File: config.mk
export PLATFORM = sky130hd
export DESIGN_NAME = tfs_decoder
export DESIGN_NICKNAME = d
export VERILOG_FILES = /design/src/inc/tfs_pkg.sv /design/src/rtl/tfs_decoder.sv
export VERILOG_INCLUDE_DIRS = /design/src /design/src/inc
export SDC_FILE = /design/constraint.sdc
export NUM_CORES = 1
export LEC_CHECK = 0
export BUFFER_PORTS_ARGS = -buffer_cell sky130_fd_sc_hd__buf_2
export CAP_MARGIN = 40
export CORE_AREA = 5 5 42 44
export CTS_BUF_LIST = sky130_fd_sc_hd__clkbuf_4 sky130_fd_sc_hd__clkbuf_8 sky130_fd_sc_hd__clkbuf_16
export CTS_CLUSTER_DIAMETER = 80
export DETAILED_ROUTE_END_ITERATION = 12
export DIE_AREA = 0 0 47 49
export GPL_TIMING_DRIVEN = 0
export PLACE_DENSITY = 0.41
export SLEW_MARGIN = 20
export SYNTH_ARGS = -nofsm -noshare
export SYNTH_HDL_FRONTEND = slang
export SYNTH_SLANG_ARGS = --single-unit
File: constraint.sdc
create_clock -name core_clk -period 1.7 [get_ports core_clk]
set_input_delay 0.085 -clock core_clk [delete_from_list [all_inputs] [get_ports core_clk]]
set_output_delay 0.085 -clock core_clk [all_outputs]
set_load 0.01 [all_outputs]
File: src/inc/tfs_defines.svh
// Purpose: constants for the timer flag skip and software reset decoder
// Assumes: 10-bit instruction words
// Notes: opcodes are full 10-bit codes
`ifndef TFS_DEFINES_SVH
`define TFS_DEFINES_SVH
`define TFS_OP_SKIP_T1 10'h280
`define TFS_OP_SKIP_T2 10'h281
`define TFS_OP_SOFTWARE_SYSTEM_RESET_OP 10'h001
`define TFS_T1_EN_BIT 2
`define TFS_T2_EN_BIT 3
`define TFS_RST_FLAGS 2'h0
`endif

File: src/inc/tfs_pkg.sv
// Purpose: types for the timer flag skip and software reset decoder
// Assumes: nothing
// Notes: state is one packed struct
package tfs_pkg;
   // registered state of the decoder
   typedef struct packed {
      logic t1_flag;    // timer 1 request flag
      logic t2_flag;    // timer 2 request flag
      logic skip;       // skip the next instruction
      logic sys_rst;    // software reset request pulse
   } tfs_state_t;
endpackage

File: src/rtl/tfs_decoder.sv
// Purpose: executes the timer-1/timer-2 flag skips and the software system reset
// Assumes: one instruction per valid cycle on core_clk; flags are set by same-clock timers
// Notes: a timer set arriving with a clearing skip wins over the clear
`timescale 1ns/1ps
`include "tfs_defines.svh"
module tfs_decoder (
   input wire logic core_clk,
   input wire logic nrst,
   input wire logic instr_valid,          // an instruction executes this cycle
   input wire logic [9:0] instr_word,     // instruction word
   input wire logic [3:0] irq_control_reg_one, // interrupt control register one
   input wire logic timer1_set,           // timer 1 underflow event
   input wire logic timer2_set,           // timer 2 underflow event
   output logic timer1_request_flag,
   output logic timer2_request_flag,
   output logic skip_next,                // skip the following instruction
   output logic carry_write,              // carry is never written here
   output logic software_system_reset_op  // one-cycle reset request
);
   tfs_pkg::tfs_state_t s_q, s_d;
   logic skip_on_timer1_flag;             // timer-1 skip decoded
   logic skip_on_timer2_flag;             // timer-2 skip decoded
   logic software_system_reset_op_hit;                        // reset opcode decoded
   logic timer1_irq_enable_bit;           // timer-1 skip gate, 1 turns the skip into a no-op
   logic timer2_irq_enable_bit;           // timer-2 skip gate, 1 turns the skip into a no-op
   // per-channel views, index 0 is timer 1 and index 1 is timer 2
   logic [1:0] chan_hit;                  // skip opcode decoded for the channel
   logic [1:0] chan_en;                   // gate bit of the channel
   logic [1:0] chan_flag;                 // current request flag of the channel
   logic [1:0] chan_set;                  // timer event for the channel this cycle
   logic [1:0] chan_take;                 // skip taken: gate clear and flag up
   logic [1:0] chan_next;                 // next value of the request flag

   // opcode compare used for each decoded instruction
   function automatic logic is_op(input logic [9:0] w, input logic [9:0] op);
      is_op = (w == op);
   endfunction

   // instruction decode; a word only counts while instr_valid is high
   assign skip_on_timer1_flag = instr_valid && is_op(instr_word, `TFS_OP_SKIP_T1);
   assign skip_on_timer2_flag = instr_valid && is_op(instr_word, `TFS_OP_SKIP_T2);
   assign software_system_reset_op_hit = instr_valid && is_op(instr_word, `TFS_OP_SOFTWARE_SYSTEM_RESET_OP);
   assign timer1_irq_enable_bit = irq_control_reg_one[`TFS_T1_EN_BIT];
   assign timer2_irq_enable_bit = irq_control_reg_one[`TFS_T2_EN_BIT];

   // gather both timer channels so one loop body serves them
   assign chan_hit = {skip_on_timer2_flag, skip_on_timer1_flag};
   assign chan_en = {timer2_irq_enable_bit, timer1_irq_enable_bit};
   assign chan_flag = {s_q.t2_flag, s_q.t1_flag};
   assign chan_set = {timer2_set, timer1_set};

   // the two skips differ only in opcode, gate bit and flag
   genvar g;
   generate
      for (g = 0; g < 2; g++) begin : g_chan
         // a skip is taken only with the gate open and the flag up
         assign chan_take[g] = chan_hit[g] && !chan_en[g] && chan_flag[g];
         // a timer event in the same cycle as a clearing skip wins, so no
         // underflow is ever dropped; the skip itself still happens
         assign chan_next[g] = chan_set[g] || (chan_flag[g] && !chan_take[g]);
      end
   endgenerate

   // next state: flags from the channel loop, skip and reset as one-cycle pulses
   always_comb begin
      s_d = s_q;
      // both pulses fall back to zero unless an instruction raises them
      s_d.skip = 1'h0;
      s_d.sys_rst = 1'h0;
      s_d.t1_flag = chan_next[0];
      s_d.t2_flag = chan_next[1];
      // only one opcode can match per cycle, so at most one channel takes
      if (|chan_take) begin
         s_d.skip = 1'h1;
      end else begin
         // gate set or flag clear: the next instruction runs as normal
         s_d.skip = 1'h0;
      end
      // the reset op only requests; the system reset comes back through nrst
      if (software_system_reset_op_hit) begin
         s_d.sys_rst = 1'h1;
      end
   end

   // state register; the software reset itself does not clear the flags here,
   // the system reset it requests does that through nrst
   always_ff @(posedge core_clk) begin
      if (!nrst) begin
         // every output reads zero from the first edge of reset onwards
         {s_q.t1_flag, s_q.t2_flag} <= `TFS_RST_FLAGS;
         s_q.skip <= 1'h0;
         s_q.sys_rst <= 1'h0;
      end else begin
         s_q <= s_d;
      end
   end

   // outputs straight from the state flops, so each one is glitch free
   assign timer1_request_flag = s_q.t1_flag;
   assign timer2_request_flag = s_q.t2_flag;
   assign skip_next = s_q.skip;
   assign software_system_reset_op = s_q.sys_rst;
   // the skips never touch carry, so its write strobe is tied off
   assign carry_write = 1'h0;

   // checks below are all held off while the synchronous reset is low

   property p_t1_skip;
      @(posedge core_clk) disable iff (!nrst)
      skip_on_timer1_flag && !timer1_irq_enable_bit && timer1_request_flag && !timer1_set
      |=> skip_next && !timer1_request_flag;
   endproperty
   a_t1_skip: assert property (p_t1_skip) else $error("t1 skip failed");

   property p_t1_nop;
      @(posedge core_clk) disable iff (!nrst)
      skip_on_timer1_flag && timer1_irq_enable_bit && timer1_request_flag && !skip_on_timer2_flag
      |=> !skip_next && timer1_request_flag;
   endproperty
   a_t1_nop: assert property (p_t1_nop) else $error("t1 nop failed");

   property p_t1_zero;
      @(posedge core_clk) disable iff (!nrst)
      skip_on_timer1_flag && !timer1_request_flag |=> !skip_next;
   endproperty
   a_t1_zero: assert property (p_t1_zero) else $error("t1 zero skipped");

   property p_t2_skip;
      @(posedge core_clk) disable iff (!nrst)
      skip_on_timer2_flag && !timer2_irq_enable_bit && timer2_request_flag && !timer2_set
      |=> skip_next && !timer2_request_flag;
   endproperty
   a_t2_skip: assert property (p_t2_skip) else $error("t2 skip failed");

   property p_t2_nop;
      @(posedge core_clk) disable iff (!nrst)
      skip_on_timer2_flag && timer2_irq_enable_bit && timer2_request_flag
      |=> !skip_next && timer2_request_flag;
   endproperty
   a_t2_nop: assert property (p_t2_nop) else $error("t2 nop failed");

   property p_t2_zero;
      @(posedge core_clk) disable iff (!nrst)
      skip_on_timer2_flag && !timer2_request_flag |=> !skip_next;
   endproperty
   a_t2_zero: assert property (p_t2_zero) else $error("t2 zero skipped");

   property p_software_system_reset_op;
      @(posedge core_clk) disable iff (!nrst)
      software_system_reset_op_hit |=> software_system_reset_op;
   endproperty
   a_software_system_reset_op: assert property (p_software_system_reset_op) else $error("reset op missed");

   property p_software_system_reset_op_only;
      @(posedge core_clk) disable iff (!nrst)
      software_system_reset_op |-> $past(software_system_reset_op_hit);
   endproperty
   a_software_system_reset_op_only: assert property (p_software_system_reset_op_only) else $error("spurious reset");

   property p_set_wins;
      @(posedge core_clk) disable iff (!nrst)
      timer1_set |=> timer1_request_flag;
   endproperty
   a_set_wins: assert property (p_set_wins) else $error("t1 set lost");

   property p_set2_wins;
      @(posedge core_clk) disable iff (!nrst)
      timer2_set |=> timer2_request_flag;
   endproperty
   a_set2_wins: assert property (p_set2_wins) else $error("t2 set lost");

   // a skip that meets its own timer event still skips, the flag stays up
   property p_t1_set_skip;
      @(posedge core_clk) disable iff (!nrst)
      skip_on_timer1_flag && !timer1_irq_enable_bit && timer1_request_flag && timer1_set
      |=> skip_next && timer1_request_flag;
   endproperty
   a_t1_set_skip: assert property (p_t1_set_skip) else $error("t1 set skip lost");

   // same race on the second channel
   property p_t2_set_skip;
      @(posedge core_clk) disable iff (!nrst)
      skip_on_timer2_flag && !timer2_irq_enable_bit && timer2_request_flag && timer2_set
      |=> skip_next && timer2_request_flag;
   endproperty
   a_t2_set_skip: assert property (p_t2_set_skip) else $error("t2 set skip lost");

   // with no skip opcode and no timer event the flag holds its value
   property p_t1_hold;
      @(posedge core_clk) disable iff (!nrst)
      !skip_on_timer1_flag && !timer1_set |=> $stable(timer1_request_flag);
   endproperty
   a_t1_hold: assert property (p_t1_hold) else $error("t1 flag moved");

   property p_t2_hold;
      @(posedge core_clk) disable iff (!nrst)
      !skip_on_timer2_flag && !timer2_set |=> $stable(timer2_request_flag);
   endproperty
   a_t2_hold: assert property (p_t2_hold) else $error("t2 flag moved");

   // no taken skip on either channel means no skip pulse afterwards
   property p_skip_cause;
      @(posedge core_clk) disable iff (!nrst)
      !(skip_on_timer1_flag && !timer1_irq_enable_bit && timer1_request_flag)
      && !(skip_on_timer2_flag && !timer2_irq_enable_bit && timer2_request_flag)
      |=> !skip_next;
   endproperty
   a_skip_cause: assert property (p_skip_cause) else $error("skip without cause");
endmodule

======== Yosys cells after proc, flatten, opt, wreduce, memory -nomap -nowiden ========
Index checks and enable logic that the tools add are counted.
word-level totals
  register bits ........................... 4
  output and inout port bits .............. 5
  memories ................................ 0
  RAM bits ................................ 0
  logic and storage cells ................. 25
  bits in latches ......................... 0
  input port bits ......................... 19
  ROM bits ................................ 0
operators by class
  equality and inequality tests ........... 3
  multiplexer cells ....................... 2
  reductions and logical operators ........ 16
  $mul .................................... 0
  div/mod/pow operators ................... 0
  bitwise gates (word level) .............. 0
  add/subtract/negate cells ............... 0
  shift operators ......................... 0
  magnitude comparators ................... 0
operators with widths
  operator                                        count
  == test 10 bit, second input constant           2
  == test 10 x 1 -> 1 bit, second input constant  1
  logical AND 1 bit                               9
  zero test 1 bit                                 4
  logical OR 1 bit                                2
  2-to-1 mux 1 bit                                2
  OR reduction 2 bit                              1

======== Longest topological paths before layout ========
Gate-level depths: netlist (run 1).
  word-level depth ........................ 7
  gate-level depth with buffers ........... 4
  depth with buffers taken out ............ 4

======== Worst setup path after synthesis (run 1) ========
No wires, ideal clock.
  kind .................................... in2reg
  start ................................... input port instr_word[3]
  end ..................................... register s_q, in the netlist skip_next
  required time ........................... 1635 ps
  stages on the path ...................... 4
  setup slack ............................. 510 ps
  data arrival time ....................... 1125 ps
  buffers on the path ..................... 0
  setup time .............................. 65 ps
  cell sequence ........................... or4b_4 > nor4_2 > a22oi_1 > nor2b_1
between the ends
  longest elaborated chain between the ends .. 6
  elaborated cells between the ends (all ways) .. 10
  classes of those cells .................. eq/ne: 2; mux: 1; reduce/logical: 7
RTL lines
  item                                  line                                  text
  start, declared                       tfs_decoder.sv:10                     input wire logic [9:0] instr_word,
  == test 10 bit                        tfs_decoder.sv:36                     is_op = (w == op);
  logical AND 1 bit (on tied branches)  tfs_decoder.sv:40, tfs_decoder.sv:41
  logical AND 1 bit (2 in a row)        tfs_decoder.sv:57                     assign chan_take[g] = chan_hit[g] && !chan_en[g] && chan_flag[g];
  OR reduction 2 bit (*)                tfs_decoder.sv:73                     if (|chan_take) begin
  2-to-1 mux 1 bit (*)                  tfs_decoder.sv:73
  end, declared                         tfs_decoder.sv:20                     tfs_pkg::tfs_state_t s_q, s_d;
Mark *: on every way between the ends. The rest lies on a longest branch, timed or not.
A chain may end at the register's enable or synchronous reset.

======== Worst setup path in the final report (run 1) ========
Ends and elaborated chain as after synthesis.

==> impl_metrics.tcl, run 1 <==
set metrics [dict create \
    syn_to_final_growth_pct 66.3 \
    path_max_fanout 3 \
    grt_pass1_vias 263 \
    synthesis.nets 43 \
    nNetsFinal 68 \
    period_share_pct 66.9 \
    path_delay_family "simple AND/OR/NAND/NOR gates" \
    finalHoldViolCount 0 \
    grt.total_usage_pct 6.26 \
    status "finished clean" \
    slowest_delay_ps 550 \
    fin_cells 63 \
    slowest_stage "or4b_4" \
    grt_first_pass_wirelength_um 1050 \
    cp.required_ps 1870 \
    antenna_cells 0 \
    drive_above_1_share_pct 59.6 \
    synthDistinctLibCells 15 \
    wire_per_inst_um 9.48 \
    final_cell_mix "buf_2 (20), nand2_1 (5), dfxtp_1 (4)" \
    clock_path_buffers 2 \
    ctsHoldBuffers 0 \
    min_period_ps 1140 \
    die_height_um 49 \
    grt_max_degree 7 \
    cts_made_buffers 3 \
    num_rows 14 \
    vdd_ir_drop_max_uv 130 \
    layout_commonest_cell "buf_2" \
    core_um2 1400 \
    crit_type "primary input to register" \
    cap_viol_max_count 0 \
    num-fill-cells 157 \
    htreeDepth 1 \
    hold_slack_ps 54.1 \
    ios 24 \
    crit_buf_inv 1 \
    wl_um 597 \
    initialDrtViolationCount 5 \
    drtPass1Iterations 3 \
    yosysWarnings 0 \
    endpoint_kind "register" \
    root_buffer "clkbuf_4" \
    rsz0062_at_grt "no" \
    clkTransAtPathRegs_ps 40 \
    cts_setup_buffers 0 \
    syn_area_um2 215 \
    worst_setup_path_start_kind "primary input" \
    dpl.cell_count 60 \
    synth-seq-cells 4 \
    setup_viol 0 \
    gp_congestion 0.773 \
    leakagePower_nw 0.167 \
    slew_viol_final 0 \
    portBuffers 20 \
    start_util_pct 15.4 \
    yosysSeqAreaShare_pct 37.2 \
    crit_path_cell_trace "buf_2, or4b_4, nor4_2, a22oi_1, nor2b_1" \
    fmaxAchievable_mhz 880 \
    cts_tree "yes" \
    postCtsResizedCells 0 \
    viasPerCell 3.97 \
    synth_cells 24 \
    drc_errors 0 \
    worstPathArrival_ps 1310 \
    die-area_um2 2300 \
    antenna_found_initial 0 \
    die_x_um 47 \
    grt.overflow.total 0 \
    p_per_area_nw_per_um2 732 \
    worstSkewPairLatency_ps 230 \
    avgSynthCellArea_um2 8.97 \
    ant_nets 0 \
    numClockSinks 4 \
    tns_ps 0 \
    vias 250 \
    holdCritPathClass "primary input to register" \
    finClkSkew_ps 1.19 \
]
==> routing by layer <==
metal / vias to the layer above / wire length, um / global-route usage (%)
met5: - / 0 / 0
met2: 23 / 161 / 7.01
met3: 2 / 116 / 1.85
li1: 131 / - / -
met4: 0 / 17 / 5.53
met1: 94 / 301 / 8.97
==> worst paths after layout <==
check | startpoint | cells past startpoint | slack (ps) | to
worst max-delay path | instr_word[3] | 5 | 560 | skip_next
worst min-delay path | timer2_set | 3 | 50 | timer2_request_flag
worst max register to register | timer1_request_flag | 2 | 1040 | skip_next
worst min register to register | timer1_request_flag | 2 | 460 | timer1_request_flag
==> tightest hold or removal path, delay by kind of cell <==
kind / cells / cell delay [ps]
AO/OA/AOI/OAI: 1 / 60
AND/OR/NAND/NOR: 1 / 30
buffers and inverters: 1 / 80
==> metrics by stage <==
stage / total power, mW / instance area [um2] / utilization, % / setup slack [ps]
after floorplan: 0.120 / 215 / - / 510
after global placement: 0.146 / 335 / 23.9 / 320
after detailed placement: 0.146 / 335 / 23.9 / 304
after CTS: 0.269 / 358 / 25.5 / 552
after global routing: 0.277 / 358 / 25.5 / 483
final: 0.262 / 358 / 25.5 / 563
==> logic make-up (layout without fill, tap and decap cells) <==
| family | Yosys count | in the layout | synth area share, % |
|---|---|---|---|
| AOI/OAI and AO/OA | 3 | 3 | 8.14 |
| other | 1 | 1 | 1.74 |
| and+or+nand+nor | 15 | 15 | 49.4 |
| buffers and inverters | 1 | 24 | 3.49 |
| DFF | 4 | 4 | 37.2 |
==> where the power goes <==
part / internal (mW) / switching, mW / total (mW)
Sequential: 0.0989 / 0.00296 / 0.102
Combinational: 0.0241 / 0.0183 / 0.0424
Clock: 0.0790 / 0.0386 / 0.118
Total: 0.202 / 0.0600 / 0.262
==> state kept, by name, summed over array words and instances (netlist names) <==
name                      count
timer2_request_flag           1
skip_next                     1
timer1_request_flag           1
software_system_reset_op      1
==> Yosys cell counts, drive strengths merged <==
| master | number | area share [%] |
|---|---|---|
| nand2 | 5 | 8.7 |
| dfxtp | 4 | 37 |
| nor4 | 3 | 15 |
| o21ai | 2 | 4.7 |
| a22oi | 1 | 3.5 |
| buf | 1 | 3.5 |
| conb | 1 | 1.7 |
| nand2b | 1 | 2.9 |
| nand3b | 1 | 3.5 |
| nor2 | 1 | 1.7 |
| nor2b | 1 | 2.9 |
| or3 | 1 | 3.5 |
| or4b | 1 | 6.4 |
| or4bb | 1 | 5.2 |
==> final cells by class <==
class                           count  area [um2]  area share (%)
Sequential cell                     4        80.1            22.4
Tap cell                           16        20.0            5.59
Clock buffer                        3        22.5            6.29
Multi-Input combinational cell     19         128            35.7
Timing Repair Buffer               20         100            28.0
Buffer                              1        7.51            2.10
(Power assumes the default switching activity.)
==> run 2, diff against run 1 <==
Settings changed: ABC_AREA set to 1, PLACE_DENSITY 0.41 to 0.5.
Clock period 1.7 ns to 1.1 ns, I/O delays scaled along.
==> run 2 against run 1 <==
Hold slack better by 8.2 ps. Design area up 29%. Largest cell class unchanged. Sequential power up 53%. Critical endpoint is now timer2_request_flag. Utilization up 7.4 points. Non-clock buffer count unchanged. Worst setup slack worse by 240 ps.
==> impl_metrics.tcl, run 2 <==
set metrics [dict create \
    num_rows 14 \
    finalHoldViolCount 0 \
    nNetsFinal 94 \
    cp.required_ps 1040 \
    path_max_fanout 3 \
    ys_top_cells_by_count "inv_1 (11), nand2_1 (9), nor2_1 (8)" \
    rsz0062_at_grt "no" \
    postCtsResizedCells 0 \
    grt.overflow.total 0 \
    avgSynthCellArea_um2 6.38 \
    initialDrtViolationCount 3 \
    p_per_area_nw_per_um2 915 \
    r2r_slack_ps 450 \
    start_util_pct 22.8 \
    crit_buf_inv 1 \
    grt_pass1_vias 359 \
    layout_commonest_cell "buf_2" \
    grt_first_pass_wirelength_um 1310 \
    clock_path_buffers 2 \
    ctsHoldBuffers 0 \
    yosysWarnings 0 \
    finClkSkew_ps 1.48 \
    holdCritPathClass "primary input to register" \
    final_area_um2 462 \
    leakagePower_nw 0.284 \
    synthTopCellsByArea "dfxtp_1 (25%), inv_1 (13%), nand2_1 (11%), nor2_1 (9.4%), nor2_8 (6.3%)" \
    grt_max_degree 5 \
    synth-compound-area-share_pct 5.88 \
    endpoint_kind "primary output" \
    post-place-ws_ps 242 \
    worst_setup_path_start_kind "register" \
    worstSkewPairLatency_ps 230 \
    drive_above_1_share_pct 45.2 \
    period_share_pct 71.0 \
    synthMuxAreaShare_pct 0 \
    dpl.cell_count 86 \
    ant_nets 0 \
    vias 355 \
    antenna_found_initial 0 \
    place_hpwl_um 662 \
    drc_errors 0 \
    synthesis.nets 69 \
    setup_slack_ps 319 \
    wire_per_inst_um 8.13 \
    syn_to_final_growth_pct 44.7 \
    htreeDepth 1 \
    drtPass1Iterations 2 \
    synth_edf_count 0 \
    cap_viol_max_count 0 \
    crit_type "register to primary output" \
    crit_path_cell_trace "buf_2" \
    cts_made_buffers 3 \
    yosysSeqAreaShare_pct 25.1 \
    cts_tree "yes" \
    final_cell_mix "buf_2 (20), inv_1 (11), nand2_1 (9)" \
    synth_top_family_by_area "simple AND/OR/NAND/NOR gates" \
    ios 24 \
    wl_um 724 \
    slowest_stage "dfxtp_1" \
    path_delay_family "flip-flops" \
    fin_cells 89 \
    grt.total_usage_pct 7.74 \
    slew_viol_final 0 \
    synth_top_area_share_pct 25.1 \
    synth_cells 50 \
    synth-simple-area-share_pct 50.2 \
    synth_top_area_cell "dfxtp_1" \
    synthDistinctLibCells 19 \
    final_core_util_pct 32.9 \
    synth-xor-area-share_pct 0 \
    numClockSinks 4 \
    antenna_cells 0 \
    worstPathArrival_ps 730 \
    die-area_um2 2300 \
    status "finished clean" \
    setup_viol 0 \
    fmaxAchievable_mhz 1280 \
    place_area_um2 439 \
    min_period_ps 781 \
    core_um2 1400 \
    gp_congestion 0.656 \
    syn_area_um2 319 \
    viasPerCell 3.99 \
    yosys.area_share.adder_pct 0 \
    synth_top_flop_cell "dfxtp_1" \
    tns_ps 0 \
    cts_setup_buffers 0 \
    die_height_um 49 \
    synth-async-reset-ratio_pct 0 \
    clkTransAtPathRegs_ps 30 \
    root_buffer "clkbuf_4" \
    die_x_um 47 \
    vdd_ir_drop_max_uv 413 \
    slowest_delay_ps 350 \
    synth.most_common_cell "inv_1" \
    synth-seq-cells 4 \
    portBuffers 20 \
]
-- run 2: power breakdown --
group	internal [mW]	switching, mW	leakage, nW
clock network	0.122	0.0536	0.0138
registers	0.151	0.00439	0.0329
logic	0.0433	0.0482	0.237
-- run 2: cell families after synthesis --
kind of cell,Yosys count
AND/OR/NAND/NOR,28
other,1
buffers and inverters,14
flip-flops,4
AO/OA/AOI/OAI,3
-- run 2: per-layer routing --
layer	part of all wire (%)	routed length [um]	global-route usage (%)	up-vias
met2	51	368	12.0	15
met5	0	0	0	-
li1	-	-	-	193
met1	37	267	8.32	147
met3	12	89	3.69	0
met4	0	0	4.15	0
-- run 2: area by class of cell --
type                       count  area [um2]
tap                           16        20.0
sequential                     4        80.1
buffer                         1        7.51
fill                         169         940
clock buffer                   3        22.5
multi-input combinational     32         183
inverter                      13        48.8
timing repair buffer          20         100
-- run 2: through the flow --
step / power (mW) / hold slack (ps)
6_report: 0.422 / 62.3
5_1_grt: 0.461 / 72.1
4_1_cts: 0.434 / 56.2
3_5_place_dp: 0.250 / 300
3_3_place_gp: 0.250 / 296
2_1_floorplan: 0.205 / 189
-- run 2: worst register-to-register path: stages, from the launching register on --
cell     delay [ps]
dfxtp_1         350
nand4_2         120
a21oi_2         120
-- run 2: final timing paths --
| path | startpoint | end | depth (start not counted) |
|---|---|---|---|
| setup / recovery | timer2_request_flag | timer2_request_flag | 1 |
| hold / removal | timer1_set | timer1_request_flag | 3 |
| setup reg to reg | timer2_request_flag | skip_next | 2 |
| hold reg to reg | timer1_request_flag | skip_next | 2 |
==> run 3, diff against run 2 <==
Clock period 1.1 ns to 0.8 ns, I/O delays scaled along.
==> run 3 against run 2 <==
Wire length stayed put. Utilization is 0.18 points higher. Sequential power is 38% higher. Clock skew stayed put. Register-to-register slack worse by 270 ps. Combinational power is 38% higher. Largest power group unchanged.
==> impl_metrics.tcl, run 3 (synthesis results as in run 2) <==
set metrics [dict create \
    post-place-ws_ps -42.6 \
    ant_nets 0 \
    htreeDepth 1 \
    root_buffer "clkbuf_4" \
    finalHoldViolCount 0 \
    wire_per_inst_um 8.13 \
    die-area_um2 2300 \
    place_area_um2 439 \
    clkTransAtPathRegs_ps 30 \
    period_share_pct 91.3 \
    leakagePower_nw 0.284 \
    tns_ps 0 \
    ios 24 \
    worstSkewPairLatency_ps 230 \
    die_x_um 47 \
    initialDrtViolationCount 3 \
    portBuffers 20 \
    cp.required_ps 760 \
    holdCritPathClass "primary input to register" \
    vdd_ir_drop_max_uv 567 \
    slew_viol_final 0 \
    nNetsFinal 94 \
    place_hpwl_um 662 \
    slowest_delay_ps 330 \
    antenna_cells 0 \
    setup_slack_ps 69.8 \
    crit_type "register to primary output" \
    drtPass1Iterations 2 \
    core_um2 1400 \
    die_height_um 49 \
    final_cell_mix "buf_2 (20), inv_1 (11), nand2_1 (9)" \
    num_rows 14 \
    grt.total_usage_pct 7.74 \
    cts_made_buffers 3 \
    grt_max_degree 5 \
    grt_pass1_vias 359 \
    grt_first_pass_wirelength_um 1310 \
    rsz0062_at_grt "no" \
    path_max_fanout 3 \
    antenna_found_initial 0 \
    min_period_ps 730 \
    finClkSkew_ps 1.48 \
    start_util_pct 22.8 \
    worst-path-stages 1 \
    layout_commonest_cell "buf_2" \
    status "finished clean" \
    path_delay_family "flip-flops" \
    worst_setup_path_start_kind "register" \
    clock_path_buffers 2 \
    syn_to_final_growth_pct 45.5 \
    hold_depth 3 \
    numClockSinks 4 \
    final_core_util_pct 33.1 \
    cap_viol_max_count 0 \
    crit_buf_inv 1 \
    slowest_stage "dfxtp_2" \
    fmaxAchievable_mhz 1370 \
    p_per_area_nw_per_um2 1250 \
    drive_above_1_share_pct 47.9 \
    wl_um 724 \
    dpl.cell_count 86 \
    cts_tree "yes" \
    worstPathArrival_ps 690 \
    endpoint_kind "primary output" \
    crit_path_cell_trace "buf_2" \
    drc_errors 0 \
    setup_viol 0 \
    final_area_um2 464 \
    fin_cells 89 \
    vias 355 \
    rr_worst_depth 2 \
    grt.overflow.total 0 \
    gp_congestion 0.656 \
    viasPerCell 3.99 \
]
-- run 3: cell count changes in the layout (fill, tap and decap cells not counted) --
| cell | change |
|---|---|
| dfxtp_1 | -2 |
| dfxtp_2 | +2 |
-- run 3: worst reg2reg max path: stages (launching register included) --
cell	delay, ps
dfxtp_2	330
nand4_2	110
a21oi_2	120
-- run 3: cell type report --
| class | instances | area (um2) |
|---|---|---|
| multi-input cells | 32 | 183 |
| fillers | 168 | 937 |
| plain buffers | 1 | 7.51 |
| flip-flops and latches | 4 | 82.6 |
| well taps | 16 | 20.0 |
| clock buffers | 3 | 22.5 |
| inverters | 13 | 48.8 |
| repair buffers | 20 | 100 |
-- run 3: final timing paths --
path,from,endpoint,slack [ps]
max,timer2_request_flag,timer2_request_flag,70
min,timer1_set,timer1_request_flag,40
max reg2reg,timer2_request_flag,skip_next,180
min reg2reg,timer1_request_flag,timer1_request_flag,480
-- run 3: report_power, final --
part	total (mW)	switching, mW	internal (mW)
logic	0.126	0.0663	0.0596
registers	0.216	0.00604	0.210
clock network	0.241	0.0737	0.167
-- run 3: stage by stage --
step / hold slack [ps] / power [mW]
3_5_place_dp: 285 / 0.344
5_1_grt: 49.7 / 0.636
4_1_cts: 41.2 / 0.596
2_1_floorplan: 174 / 0.282
6_report: 39.9 / 0.582
3_3_place_gp: 281 / 0.343
-- run 3: metal layers --
layer / share of wire [%] / GRT usage, % / vias to the layer above
met5: 0 / 0 / -
met4: 0 / 4.15 / 0
li1: - / - / 193
met2: 51 / 12.0 / 15
met3: 12 / 3.69 / 0
met1: 37 / 8.32 / 147
-- run 3: what timing repair did --
| item | 4_1_cts | 5_1_grt |
|---|---|---|
| hold endpoints to repair | 0 | 0 |
| gates resized for setup | 0 | 2 |
| endpoints found under the setup margin | 0 | 2 |
| buffers inserted | 0 | 0 |
| hold buffers | 0 | 0 |
